===== src/design/therm_pkg.sv =====
// Shared constants and state types of the thermometer register set
package therm_pkg;
  // Clock
  localparam int MCLK_MHZ = 250;
  localparam int MCLK_PERIOD_PS = 4000;
  // Spike filter: a change must outlast the widest spike
  localparam int GLITCH_NS = 50;
  localparam int GLITCH_CYC = (GLITCH_NS * 1000 + MCLK_PERIOD_PS - 1) / MCLK_PERIOD_PS + 1;
  // Conversion time at full resolution, halved for each bit less
  localparam int CONV_US_12 = 750000;
  localparam int CONV_CYC_12 = CONV_US_12 * MCLK_MHZ;
  // Nonvolatile write cycle
  localparam int NV_WRITE_TYP_US = 4000;
  localparam int NV_WRITE_MAX_US = 10000;
  localparam int NV_WRITE_CYC = NV_WRITE_TYP_US * MCLK_MHZ;
  localparam int NV_WRITE_MAX_CYC = NV_WRITE_MAX_US * MCLK_MHZ;
  localparam int NV_CNT_W = 22;
  localparam int CONV_CNT_W = 28;
  // Values after reset, and the 12-bit result mask
  localparam logic [15:0] TEMP_POWERUP = 16'hc400;
  localparam logic [5:0] CFG_VOL_RESET = 6'h23;
  localparam logic [15:0] MASK_12 = 16'hfff0;
  // Factory contents of the nonvolatile cells, arbitrary
  localparam logic [15:0] NV_FACTORY_TH = 16'h0000;
  localparam logic [15:0] NV_FACTORY_TL = 16'h0000;
  localparam logic [1:0] NV_FACTORY_CFG = 2'h0;
  // Configuration byte layout
  localparam int CFG_DONE = 7;
  localparam int CFG_THF = 6;
  localparam int CFG_TLF = 5;
  localparam int CFG_NVB = 4;
  localparam int CFG_RES_HI = 3;
  localparam int CFG_RES_LO = 2;
  localparam int CFG_POL = 1;
  localparam int CFG_ONESHOT = 0;
  // Bus address upper bits, arbitrary
  localparam logic [3:0] DEV_ADDR_HI = 4'h5;
  // Commands
  localparam logic [7:0] CMD_START_CONV = 8'h01;
  localparam logic [7:0] CMD_STOP_CONV = 8'h02;
  localparam logic [7:0] CMD_READ_TEMP = 8'h10;
  localparam logic [7:0] CMD_ACCESS_TH = 8'h11;
  localparam logic [7:0] CMD_ACCESS_TL = 8'h12;
  localparam logic [7:0] CMD_ACCESS_CFG = 8'h13;
  // Nonvolatile cell select
  localparam logic [1:0] NV_SEL_TH = 2'h0;
  localparam logic [1:0] NV_SEL_TL = 2'h1;
  localparam logic [1:0] NV_SEL_CFG = 2'h2;
  // States
  typedef enum logic [2:0] {L_IDLE, L_RX, L_ACK, L_TX, L_TXACK} link_t;
  typedef enum logic {C_IDLE, C_RUN} conv_t;
endpackage : therm_pkg


===== src/design/therm_core.sv =====
// Thermometer register set behind a two-wire serial bus
`timescale 1ns/1ps
module therm_core #(
  parameter int conv_cyc_12 = therm_pkg::CONV_CYC_12,
  parameter int nv_write_cyc = therm_pkg::NV_WRITE_CYC
) (
  // Clock and reset
  input wire logic mclk,
  input wire logic resetn,
  // Two-wire bus, data is open drain
  input wire logic scl_in,
  input wire logic sda_in,
  output logic sda_out,
  output logic sda_oe,
  // Address straps
  input wire logic [2:0] addr_pins,
  // Sensor front end
  input wire logic [15:0] temp_sample,
  // Thermostat
  output logic tout
);
  typedef struct packed {
    logic scl_s1, scl_s2, scl_f, scl_fd;
    logic [3:0] scl_cnt;
    logic sda_s1, sda_s2, sda_f, sda_fd;
    logic [3:0] sda_cnt;
    logic [2:0] adr_s1, adr_s2;
    therm_pkg::link_t lst;
    logic [7:0] sh;
    logic [3:0] bitcnt;
    logic [2:0] byte_idx;
    logic rd, rd_lo;
    logic [7:0] cmd;
    logic [7:0] wbuf;
    logic sda_oe;
    logic nv_wr;
    logic [1:0] nv_sel;
    logic [15:0] nv_dat;
    therm_pkg::conv_t cst;
    logic [therm_pkg::CONV_CNT_W-1:0] conv_cnt;
    logic [15:0] temp;
    logic converted, done, thf, tlf, act, tout;
    logic [1:0] res;
  } core_t;

  core_t s_r;
  core_t s_nxt;
  logic [15:0] th_q, tl_q, thm, tlm, tm, rword;
  logic [1:0] nv_cfg;
  logic nv_busy;
  logic [7:0] cfg_byte, rbyte;
  logic start_cmd, stop_cmd, cfg_wr, conv_end;
  logic scl_rise, scl_fall, start_c, stop_c;

  // Spike filter step: returns next filtered level and run counter
  function automatic logic [4:0] deglitch(input logic s2, input logic f, input logic [3:0] c);
    if (s2 == f)
      deglitch = {f, 4'h0};
    else if (c == 4'(therm_pkg::GLITCH_CYC - 1))
      deglitch = {s2, 4'h0};
    else
      deglitch = {f, c + 4'h1};
  endfunction : deglitch

  function automatic logic [15:0] res_mask(input logic [1:0] r);
    res_mask = 16'(therm_pkg::MASK_12 << (2'h3 - r));
  endfunction : res_mask

  function automatic logic [therm_pkg::CONV_CNT_W-1:0] conv_len(input logic [1:0] r);
    conv_len = therm_pkg::CONV_CNT_W'(conv_cyc_12 >> (2'h3 - r));
  endfunction : conv_len

  nv_store #(.nv_write_cyc(nv_write_cyc)) u_nv (
    .mclk(mclk),
    .resetn(resetn),
    .wr_en(s_r.nv_wr),
    .wr_sel(s_r.nv_sel),
    .wr_data(s_r.nv_dat),
    .th_q(th_q),
    .tl_q(tl_q),
    .cfg_q(nv_cfg),
    .busy(nv_busy)
  );

  assign scl_rise = s_r.scl_f && !s_r.scl_fd;
  assign scl_fall = !s_r.scl_f && s_r.scl_fd;
  assign start_c = s_r.scl_f && s_r.scl_fd && s_r.sda_fd && !s_r.sda_f;
  assign stop_c = s_r.scl_f && s_r.scl_fd && !s_r.sda_fd && s_r.sda_f;
  // Trip points follow the result resolution on compare and on read
  assign thm = th_q & res_mask(s_r.res);
  assign tlm = tl_q & res_mask(s_r.res);
  assign tm = temp_sample & res_mask(s_r.res);
  assign cfg_byte = {s_r.done, s_r.thf, s_r.tlf, nv_busy, s_r.res, nv_cfg};

  always_comb begin
    s_nxt = s_r;
    start_cmd = 1'b0;
    stop_cmd = 1'b0;
    cfg_wr = 1'b0;
    conv_end = 1'b0;
    s_nxt.nv_wr = 1'b0;
    // Synchronisers and spike filters
    s_nxt.scl_s1 = scl_in;
    s_nxt.scl_s2 = s_r.scl_s1;
    {s_nxt.scl_f, s_nxt.scl_cnt} = deglitch(s_r.scl_s2, s_r.scl_f, s_r.scl_cnt);
    s_nxt.scl_fd = s_r.scl_f;
    s_nxt.sda_s1 = sda_in;
    s_nxt.sda_s2 = s_r.sda_s1;
    {s_nxt.sda_f, s_nxt.sda_cnt} = deglitch(s_r.sda_s2, s_r.sda_f, s_r.sda_cnt);
    s_nxt.sda_fd = s_r.sda_f;
    s_nxt.adr_s1 = addr_pins;
    s_nxt.adr_s2 = s_r.adr_s1;
    // Read source selected by the last command
    unique case (s_r.cmd)
      therm_pkg::CMD_READ_TEMP: rword = s_r.temp;
      therm_pkg::CMD_ACCESS_TH: rword = thm;
      therm_pkg::CMD_ACCESS_TL: rword = tlm;
      therm_pkg::CMD_ACCESS_CFG: rword = {cfg_byte, cfg_byte};
      default: rword = 16'hffff;
    endcase
    rbyte = s_r.rd_lo ? rword[7:0] : rword[15:8];
    // Bus slave
    if (start_c) begin
      s_nxt.lst = therm_pkg::L_RX;
      s_nxt.bitcnt = 4'h0;
      s_nxt.byte_idx = 3'h0;
      s_nxt.sda_oe = 1'b0;
    end else if (stop_c) begin
      s_nxt.lst = therm_pkg::L_IDLE;
      s_nxt.sda_oe = 1'b0;
    end else begin
      unique case (s_r.lst)
        therm_pkg::L_IDLE: s_nxt.sda_oe = 1'b0;
        therm_pkg::L_RX: begin
          if (scl_rise) begin
            s_nxt.sh = {s_r.sh[6:0], s_r.sda_f};
            s_nxt.bitcnt = s_r.bitcnt + 4'h1;
          end else if (scl_fall && s_r.bitcnt == 4'h8) begin
            s_nxt.lst = therm_pkg::L_ACK;
            s_nxt.sda_oe = 1'b1;
            if (s_r.byte_idx != 3'h7)
              s_nxt.byte_idx = s_r.byte_idx + 3'h1;
            if (s_r.byte_idx == 3'h0) begin
              s_nxt.rd = s_r.sh[0];
              s_nxt.rd_lo = 1'b0;
              if (s_r.sh[7:1] != {therm_pkg::DEV_ADDR_HI, s_r.adr_s2}) begin
                s_nxt.lst = therm_pkg::L_IDLE;
                s_nxt.sda_oe = 1'b0;
              end
            end else if (s_r.byte_idx == 3'h1) begin
              s_nxt.cmd = s_r.sh;
              start_cmd = s_r.sh == therm_pkg::CMD_START_CONV;
              stop_cmd = s_r.sh == therm_pkg::CMD_STOP_CONV;
            end else begin
              // Result register has no write path
              s_nxt.wbuf = s_r.sh;
              if (s_r.byte_idx == 3'h3 && (s_r.cmd == therm_pkg::CMD_ACCESS_TH ||
                                           s_r.cmd == therm_pkg::CMD_ACCESS_TL)) begin
                s_nxt.nv_wr = 1'b1;
                s_nxt.nv_sel = (s_r.cmd == therm_pkg::CMD_ACCESS_TH) ?
                               therm_pkg::NV_SEL_TH : therm_pkg::NV_SEL_TL;
                s_nxt.nv_dat = {s_r.wbuf, s_r.sh};
              end
              cfg_wr = s_r.byte_idx == 3'h2 && s_r.cmd == therm_pkg::CMD_ACCESS_CFG;
            end
          end
        end
        therm_pkg::L_ACK: begin
          if (scl_fall) begin
            s_nxt.bitcnt = s_r.rd ? 4'h1 : 4'h0;
            s_nxt.lst = s_r.rd ? therm_pkg::L_TX : therm_pkg::L_RX;
            s_nxt.sh = rbyte;
            s_nxt.sda_oe = s_r.rd && !rbyte[7];
          end
        end
        therm_pkg::L_TX: begin
          if (scl_fall) begin
            if (s_r.bitcnt == 4'h8) begin
              s_nxt.sda_oe = 1'b0;
              s_nxt.lst = therm_pkg::L_TXACK;
              s_nxt.rd_lo = !s_r.rd_lo;
            end else begin
              s_nxt.sh = {s_r.sh[6:0], 1'b0};
              s_nxt.sda_oe = !s_r.sh[6];
              s_nxt.bitcnt = s_r.bitcnt + 4'h1;
            end
          end
        end
        therm_pkg::L_TXACK: begin
          if (scl_rise && s_r.sda_f) begin
            s_nxt.lst = therm_pkg::L_IDLE;
          end else if (scl_fall) begin
            s_nxt.sh = rbyte;
            s_nxt.sda_oe = !rbyte[7];
            s_nxt.bitcnt = 4'h1;
            s_nxt.lst = therm_pkg::L_TX;
          end
        end
      endcase
    end
    // Configuration write; flags clear on a written zero only
    if (cfg_wr) begin
      s_nxt.res = s_r.sh[therm_pkg::CFG_RES_HI:therm_pkg::CFG_RES_LO];
      s_nxt.thf = s_r.thf & s_r.sh[therm_pkg::CFG_THF];
      s_nxt.tlf = s_r.tlf & s_r.sh[therm_pkg::CFG_TLF];
      s_nxt.nv_wr = 1'b1;
      s_nxt.nv_sel = therm_pkg::NV_SEL_CFG;
      s_nxt.nv_dat = {14'h0000, s_r.sh[therm_pkg::CFG_POL:therm_pkg::CFG_ONESHOT]};
    end
    // Conversion sequencer; the compare uses >= so a resolution change cannot overrun
    unique case (s_r.cst)
      therm_pkg::C_IDLE: begin
        if (start_cmd) begin
          s_nxt.cst = therm_pkg::C_RUN;
          s_nxt.conv_cnt = '0;
          s_nxt.done = 1'b0;
        end
      end
      therm_pkg::C_RUN: begin
        if (stop_cmd) begin
          s_nxt.cst = therm_pkg::C_IDLE;
        end else if (s_r.conv_cnt >= conv_len(s_r.res) - 1'b1) begin
          conv_end = 1'b1;
          s_nxt.conv_cnt = '0;
          if (nv_cfg[therm_pkg::CFG_ONESHOT])
            s_nxt.cst = therm_pkg::C_IDLE;
        end else begin
          s_nxt.conv_cnt = s_r.conv_cnt + 1'b1;
        end
      end
    endcase
    if (conv_end) begin
      s_nxt.temp = tm;
      s_nxt.converted = 1'b1;
      s_nxt.done = 1'b1;
      // Hardware set wins over a clear in the same cycle
      if ($signed(tm) >= $signed(thm)) begin
        s_nxt.act = 1'b1;
        s_nxt.thf = 1'b1;
      end else if ($signed(tm) < $signed(tlm)) begin
        s_nxt.act = 1'b0;
        s_nxt.tlf = 1'b1;
      end
    end
    s_nxt.tout = nv_cfg[therm_pkg::CFG_POL] ? s_nxt.act : !s_nxt.act;
  end

  always_ff @(posedge mclk or negedge resetn) begin
    if (!resetn) begin
      s_r <= '0;
      {s_r.scl_s1, s_r.scl_s2, s_r.scl_f, s_r.scl_fd} <= 4'hf;
      {s_r.sda_s1, s_r.sda_s2, s_r.sda_f, s_r.sda_fd} <= 4'hf;
      s_r.temp <= therm_pkg::TEMP_POWERUP;
      s_r.done <= therm_pkg::CFG_VOL_RESET[5];
      s_r.thf <= therm_pkg::CFG_VOL_RESET[4];
      s_r.tlf <= therm_pkg::CFG_VOL_RESET[3];
      s_r.res <= therm_pkg::CFG_VOL_RESET[1:0];
    end else begin
      s_r <= s_nxt;
    end
  end

  assign sda_out = 1'b0;
  assign sda_oe = s_r.sda_oe;
  assign tout = s_r.tout;
endmodule : therm_core


===== src/design/nv_store.sv =====
// Nonvolatile trip points and low configuration bits with timed write cycle
`timescale 1ns/1ps
module nv_store #(
  parameter int nv_write_cyc = therm_pkg::NV_WRITE_CYC
) (
  // Clock and reset
  input wire logic mclk,
  input wire logic resetn,
  // Write request
  input wire logic wr_en,
  input wire logic [1:0] wr_sel,
  input wire logic [15:0] wr_data,
  // Stored values
  output logic [15:0] th_q,
  output logic [15:0] tl_q,
  output logic [1:0] cfg_q,
  output logic busy
);
  typedef struct packed {
    logic [15:0] th;
    logic [15:0] tl;
    logic [1:0] cfg;
    logic busy;
    logic [therm_pkg::NV_CNT_W-1:0] cnt;
    logic [1:0] sel;
    logic [15:0] data;
  } nv_t;

  // Cells start from factory contents and are never touched by reset
  nv_t s_r = '{th: therm_pkg::NV_FACTORY_TH, tl: therm_pkg::NV_FACTORY_TL,
               cfg: therm_pkg::NV_FACTORY_CFG, busy: 1'b0, cnt: '0, sel: 2'h0,
               data: 16'h0000};
  nv_t s_nxt;

  always_comb begin
    s_nxt = s_r;
    if (s_r.busy) begin
      if (s_r.cnt == therm_pkg::NV_CNT_W'(nv_write_cyc - 1)) begin
        s_nxt.busy = 1'b0;
        s_nxt.cnt = '0;
        unique case (s_r.sel)
          therm_pkg::NV_SEL_TH: s_nxt.th = s_r.data;
          therm_pkg::NV_SEL_TL: s_nxt.tl = s_r.data;
          therm_pkg::NV_SEL_CFG: s_nxt.cfg = s_r.data[1:0];
          default: s_nxt.busy = 1'b0;
        endcase
      end else begin
        s_nxt.cnt = s_r.cnt + 1'b1;
      end
    end else if (wr_en) begin
      // A request during a cycle is dropped; the host waits for busy to fall
      s_nxt.busy = 1'b1;
      s_nxt.cnt = '0;
      s_nxt.sel = wr_sel;
      s_nxt.data = wr_data;
    end
  end

  always_ff @(posedge mclk or negedge resetn) begin
    if (!resetn) begin
      s_r.busy <= 1'b0;
      s_r.cnt <= '0;
      s_r.sel <= 2'h0;
      s_r.data <= 16'h0000;
    end else begin
      s_r <= s_nxt;
    end
  end

  assign th_q = s_r.th;
  assign tl_q = s_r.tl;
  assign cfg_q = s_r.cfg;
  assign busy = s_r.busy;
endmodule : nv_store


===== config.mk =====
export PLATFORM = sky130hd
export DESIGN_NAME = therm_core
export DESIGN_NICKNAME = d
export VERILOG_FILES = /design/src/design/therm_pkg.sv /design/src/design/therm_core.sv /design/src/design/nv_store.sv
export SDC_FILE = /design/constraint.sdc
export NUM_CORES = 1
export LEC_CHECK = 0
export ABC_AREA = 1
export BUFFER_PORTS_ARGS = -buffer_cell sky130_fd_sc_hd__buf_2
export CAP_MARGIN = 25
export CORE_UTILIZATION = 50
export CTS_CLUSTER_SIZE = 24
export DETAILED_ROUTE_END_ITERATION = 8
export GPL_TIMING_DRIVEN = 0
export HOLD_SLACK_MARGIN = 0.1
export PLACE_DENSITY_LB_ADDON = 0.08
export SLEW_MARGIN = 20
export SYNTH_ARGS = -nofsm -noshare
export SYNTH_HDL_FRONTEND = slang
export SYNTH_SLANG_ARGS = --single-unit
export TNS_END_PERCENT = 100

===== constraint.sdc =====
create_clock -name mclk -period 3.5 [get_ports mclk]
set_input_delay 0 -clock mclk [delete_from_list [all_inputs] [get_ports mclk]]
set_output_delay 0 -clock mclk [all_outputs]
set_load 0.01 [all_outputs]

# Word level (Yosys, flattened, before mapping)
# Cells that the tools add are included.
[word_totals]
latchBits = 0
elab_cells = 277
input_bits = 23
out_inout_bits = 3
reg_bits = 205
romBits = 0
ramBits = 0
mem_count = 0
[op_classes]
reduce_logical = 54
shift = 2
n_lt_le_gt_ge = 3
addsub = 8
div = 0
n_mux = 99
eq_ne = 57
multipliers = 0
n_bitwise = 14
[ops]
columns = ["cell", "n"]
rows = [
  ["$mux W19", 7],
  ["$mux W41", 3],
  ["$pmux W16 S4", 1],
  ["$pmux W15 S4", 1],
  ["$pmux W29 S2", 1],
  ["$mux W28", 2],
  ["$and A16 B16 Y16", 3],
  ["$mux W1", 47],
  ["$mux W15", 3],
  ["$mux W12", 3],
  ["$ne A2 B2 Y1 const B", 18],
  ["$eq A8 B5 Y1 const B", 4],
  ["$mux W16", 2],
  ["$mux W29", 1],
  ["$add A28 B1 Y28 const B", 1],
  ["$ge A28 B28 Y1", 1],
  ["$ne A4 B4 Y1 const B", 7],
  ["$shr A28 B2 Y28 const A", 1],
  ["$sub A28 B1 Y28 const B", 1],
  ["$mux W25", 1],
  ["$mux W3", 8],
  ["$mux W4", 6],
  ["$mux W8", 3],
  ["$reduce_and A8 Y1", 3],
  ["44 further kinds", 109],
]

# Logic depth before layout (Yosys ltp)
[logic_depth]
word_depth = 15
mapped_depth = 20
depth_no_buf = 20

# Modules after synthesis
# A second synthesis with hierarchy kept.
[hier_totals]
cells_unflattened = 1363
hier_area_um2 = 11551.1
[modules_own_cells]
columns = ["module", "area_per_inst_um2", "n_inst", "seq_area_each_um2", "cells_per_inst"]
rows = [
  ["therm_core", 8035.2, 1, 3170.5, 1029],
  ["nv_store", 3515.9, 1, 2047.0, 334],
]

# Worst setup path before layout
# OpenSTA, ideal clock, no wires.
[synth_timing]
path_type = "reg2reg"
startpoint = "reg s_r, in the netlist cfg_byte[2]"
endpoint = "reg s_r, in the netlist tout"
setup_time_ns = 0.117
setup_slack_ns = 0.744
synth_period_minus_slack_ns = 2.756
arrival_time_ns = 2.639
required_ns = 3.383
path_stages_with_launch = 19
n_path_buf = 1
path_cell_list = "dfstp_2 > inv_1 > ha_1 > nor2_1 > nand3_1 > xor2_1 > ha_1 > nand2_1 > nor2_1 > nand2_1 > nor2_1 > nand2_1 > nand2_2 > nand2_1 > buf_4 > nand2_1 > nand2_1 > nand2_1 > nand2_1"
[synth_rtl]
columns = ["element", "line_no", "rtl"]
rows = [
  ["start, declared", "therm_core.sv:46", "core_t s_r;"],
  ["start signal, assigned", "therm_core.sv:259", "s_r <= s_nxt;"],
]

==> impl_metrics.py <==
metrics = {
    "status": {
        "outcome": "finished clean",
    },
    "final_layout": {
        "final_cell_count_no_fill": 1622,
        "design_area_sq_um": 11800,
        "fin_nets": 1433,
        "diodes": 0,
        "fin_util": 0.578,
        "drive_gt1_frac": 0.0984,
        "fillers": 1918,
        "layout_common_cells": "nand2_1 (321), dfrtp_1 (149), inv_1 (132), nor2_1 (115), nand3_1 (78)",
        "layout_commonest_cell": "nand2_1",
        "area_growth_pct": 12.3,
    },
    "die": {
        "io_pins": 26,
        "die_w_microns": 147,
        "dieArea_sq_um": 21500,
        "row_count": 52,
        "start_util": 0.514,
        "die_h_microns": 147,
        "core_sq_um": 20400,
    },
    "sta": {
        "period_share": 0.904,
        "setup-violations-final": 0,
        "max_freq_ghz": 0.316,
        "holdWs_ps": 151,
        "rsz0062_at_grt": "false",
        "max_slew_margin": 0.573,
        "hold_violations": 0,
        "worst_pin_slew_ps": 641,
        "fin_crit_ps": 3160,
        "finClkSkew_ps": 11.1,
        "drv_slew": 0,
    },
    "route": {
        "num_vias": 8546,
        "via_per_inst": 5.27,
        "postRouteAntennaNets": 0,
        "routedWlPerCell_microns": 15.9,
        "routed_wirelength_microns": 25700,
        "first_pass_iters": 5,
        "drt_iter0_markers": 502,
        "drc": 0,
    },
    "clocking": {
        "worst_skew_pair.late_latency_ps": 430,
        "cts_tree": "done",
        "cts-htree-levels": 4,
        "numCtsBuffers": 17,
        "cts.sinks": 189,
        "clock_path_buffers": 2,
        "cts_root_buf": "clkbuf_16",
        "clk_pin_slew_ps": 70,
    },
    "critical_path": {
        "regToRegSetupSlack_ps": 340,
        "timing.rr.end": "tout$_DFF_PN0_",
        "cp-start-kind": "register",
        "worst_ep_arrival_time_ps": 3530,
        "cp_slowest_cell": "dfstp_2",
        "critical_path_class": "reg2reg",
        "cp_cell_sequence": "inv_1 -> ha_1 -> nor2_1 -> nand3_1 -> xor2_1 -> ha_1 -> a21oi_1 -> o21a_1 -> nand2_1 -> a21oi_1 -> nand2_4 -> nand2_1 -> buf_4 -> nand2_1 -> nand2_1 -> nand2_1 -> nand2_1",
        "cp-endpoint": "tout$_DFF_PN0_",
        "crit_top_cell": "nand2_1",
        "worstRegToRegCells": 17,
        "cp-end-kind": "register",
        "path_max_fanout": 10,
        "cp_slowest_stage_delay_ps": 570,
        "crit_path_start": "cfg_byte[2]$_DFFE_PN1P_",
        "required_ps": 3870,
        "reg2reg_from": "cfg_byte[2]$_DFFE_PN1P_",
    },
    "global_route": {
        "grt_pass1_wl_microns": 43100,
        "grt_pass1_vias": 8351,
        "use_met2": 0.400,
        "overflow": 0,
        "use_met1": 0.367,
        "use_met3": 0.0329,
        "grt.busiest_layer": "met2",
        "grt_usage": 0.255,
        "grt_max_degree": 86,
        "antenna_found_initial": 0,
    },
    "power": {
        "p_comb_frac": 0.031,
        "peakVddDrop_v": 0.000279,
        "p_leak_uw": 0.00542,
        "pwr-share-seq": 0.519,
        "netSwitchingFraction": 0.227,
        "power_uw": 4340,
        "p_switching_uw": 987,
        "power_density_nw_per_um2": 369,
        "internal_power_uw": 3360,
        "clockPowerShare": 0.451,
    },
    "place": {
        "portBuffers": 20,
        "place_congestion": 0.955,
        "hpwl_microns": 19300,
        "place_area_sq_um": 11000,
        "dp.cells": 1568,
    },
    "yosys": {
        "async_reset_ff_frac": 0.862,
        "ys_ff_latch": 189,
        "synth.distinct_cells": 45,
        "ys_warn_count": 0,
        "syn-cell-area_sq_um": 10500,
        "yosysSeqAreaShare": 0.466,
        "synth_edf_count": 26,
        "syn_avg_cell_area_sq_um": 8.22,
        "synth_ff_type": "dfrtp_1",
        "synthCells": 1274,
    },
    "run": {
        "drv_cap": 0,
    },
    "worst_hold_path": {
        "hold_class": "in2async",
    },
}
repair_timing:
item                                    CTS  global route
hold buffers                             18             0
buffers inserted                          0             4
gates resized for setup                   0             2
endpoints found under the hold margin    97             0
endpoints found under the setup margin    0            33
kinds of logic after synthesis:
| logic type | count (synthesis) | synth area share |
|---|---|---|
| AND/OR/NAND/NOR | 593 | 0.244 |
| AO/OA/AOI/OAI | 196 | 0.100 |
| flip-flops | 189 | 0.466 |
| buffers and inverters | 180 | 0.0675 |
| adder cells (fa/ha/maj) | 71 | 0.0849 |
| XOR/XNOR | 41 | 0.0343 |
| other | 2 | 0.000717 |
| multiplexers | 2 | 0.00215 |
synth_stat cells, types with 2 or more instances:
cell      count  area [sq um]
a21o_1        2          15.0
a21oi_1      56           280
a31oi_1       5          31.3
and2_1        2          12.5
buf_2         7          35.0
buf_4         4          30.0
clkbuf_1      9          33.8
conb_1        2          7.51
dfrtp_1     149          3730
dfstp_2      14           368
edfxtp_1     26           781
ha_1         71           888
inv_1       132           495
inv_2        26          97.6
mux2_2        2          22.5
nand2_1     321          1200
nand2_2       5          31.3
nand3_1      78           390
nand3_2       2          20.0
nand4_1      27           169
nor2_1      115           432
nor2_2        7          43.8
nor2_4        2          22.5
nor3_1       22           110
nor3_2        2          20.0
nor3_4        2          32.5
nor4_1        5          31.3
o211ai_1      2          15.0
o21a_1        2          15.0
o21ai_0      67           335
o21ai_1      35           175
o22ai_1      20           125
o31ai_1       2          15.0
xnor2_1       9          78.8
xor2_1       32           280
layout make-up:
cell class	instances	area [sq um]	area share
Clock buffer	20	437	0.0371
Buffer	21	110	0.00936
Timing Repair Buffer	45	363	0.0309
Multi-Input combinational cell	906	4900	0.416
Sequential cell	189	4880	0.415
Inverter	159	597	0.0507
Tap cell	270	338	0.0287
Clock inverter	12	138	0.0117
worst min-delay path by stage:
stage / start / slack, ps / to
after global routing: scl_in / 190 / s_nxt[129]$_DFF_PN1_
final: resetn / 150 / s_r[12]$_DFFE_PN0N_
after floorplan: resetn / -300 / cfg_byte[5]$_DFF_PN0_
after CTS: resetn / 170 / s_r[12]$_DFFE_PN0N_
after global placement: scl_in / 110 / s_nxt[129]$_DFF_PN1_
after detailed placement: resetn / 40 / s_r[12]$_DFFE_PN0N_
flip-flops by register name (all words and copies together), names as in the netlist:
| name | count |
|---|---|
| tout | 1 |
| u_nv.tl_q | 12 |
| u_nv.cfg_q | 2 |
| s_r | 110 |
| u_nv.s_r | 38 |
| s_nxt | 7 |
| sda_oe | 1 |
| cfg_byte | 5 |
| u_nv.busy | 1 |
| u_nv.th_q | 12 |
stage by stage:
step	worst slack (ps)	setup TNS, ps
floorplan	744	0
global placement	-1540	-62050
CTS	93.4	0
detailed placement	118	0
global route	108	0
finish	336	0
power groups by stage:
stage / Combinational (uW) / Clock [uW] / Sequential, uW
final: 133 / 1960 / 2250
after global routing: 157 / 2070 / 2260
after CTS: 137 / 1990 / 2250
after detailed placement: 121 / 0 / 2300
after global placement: 114 / 0 / 2300
after floorplan: 50.9 / 0 / 2290
worst max-delay path, delay by kind of cell, from the launching register on:
kind	cells	cell delay [ps]
simple gates	9	900
fa+ha+maj	2	670
flops	1	570
compound gates	3	460
buf+inv	2	340
xor+xnor	1	160
metal layers:
layer  vias to the layer above  share of wire
li1                       4303              -
met1                      4026           0.49
met2                       188           0.45
met4                         0          0.018
met3                        29          0.039
met5                         -              0
Power figures use the tool's default switching activity.
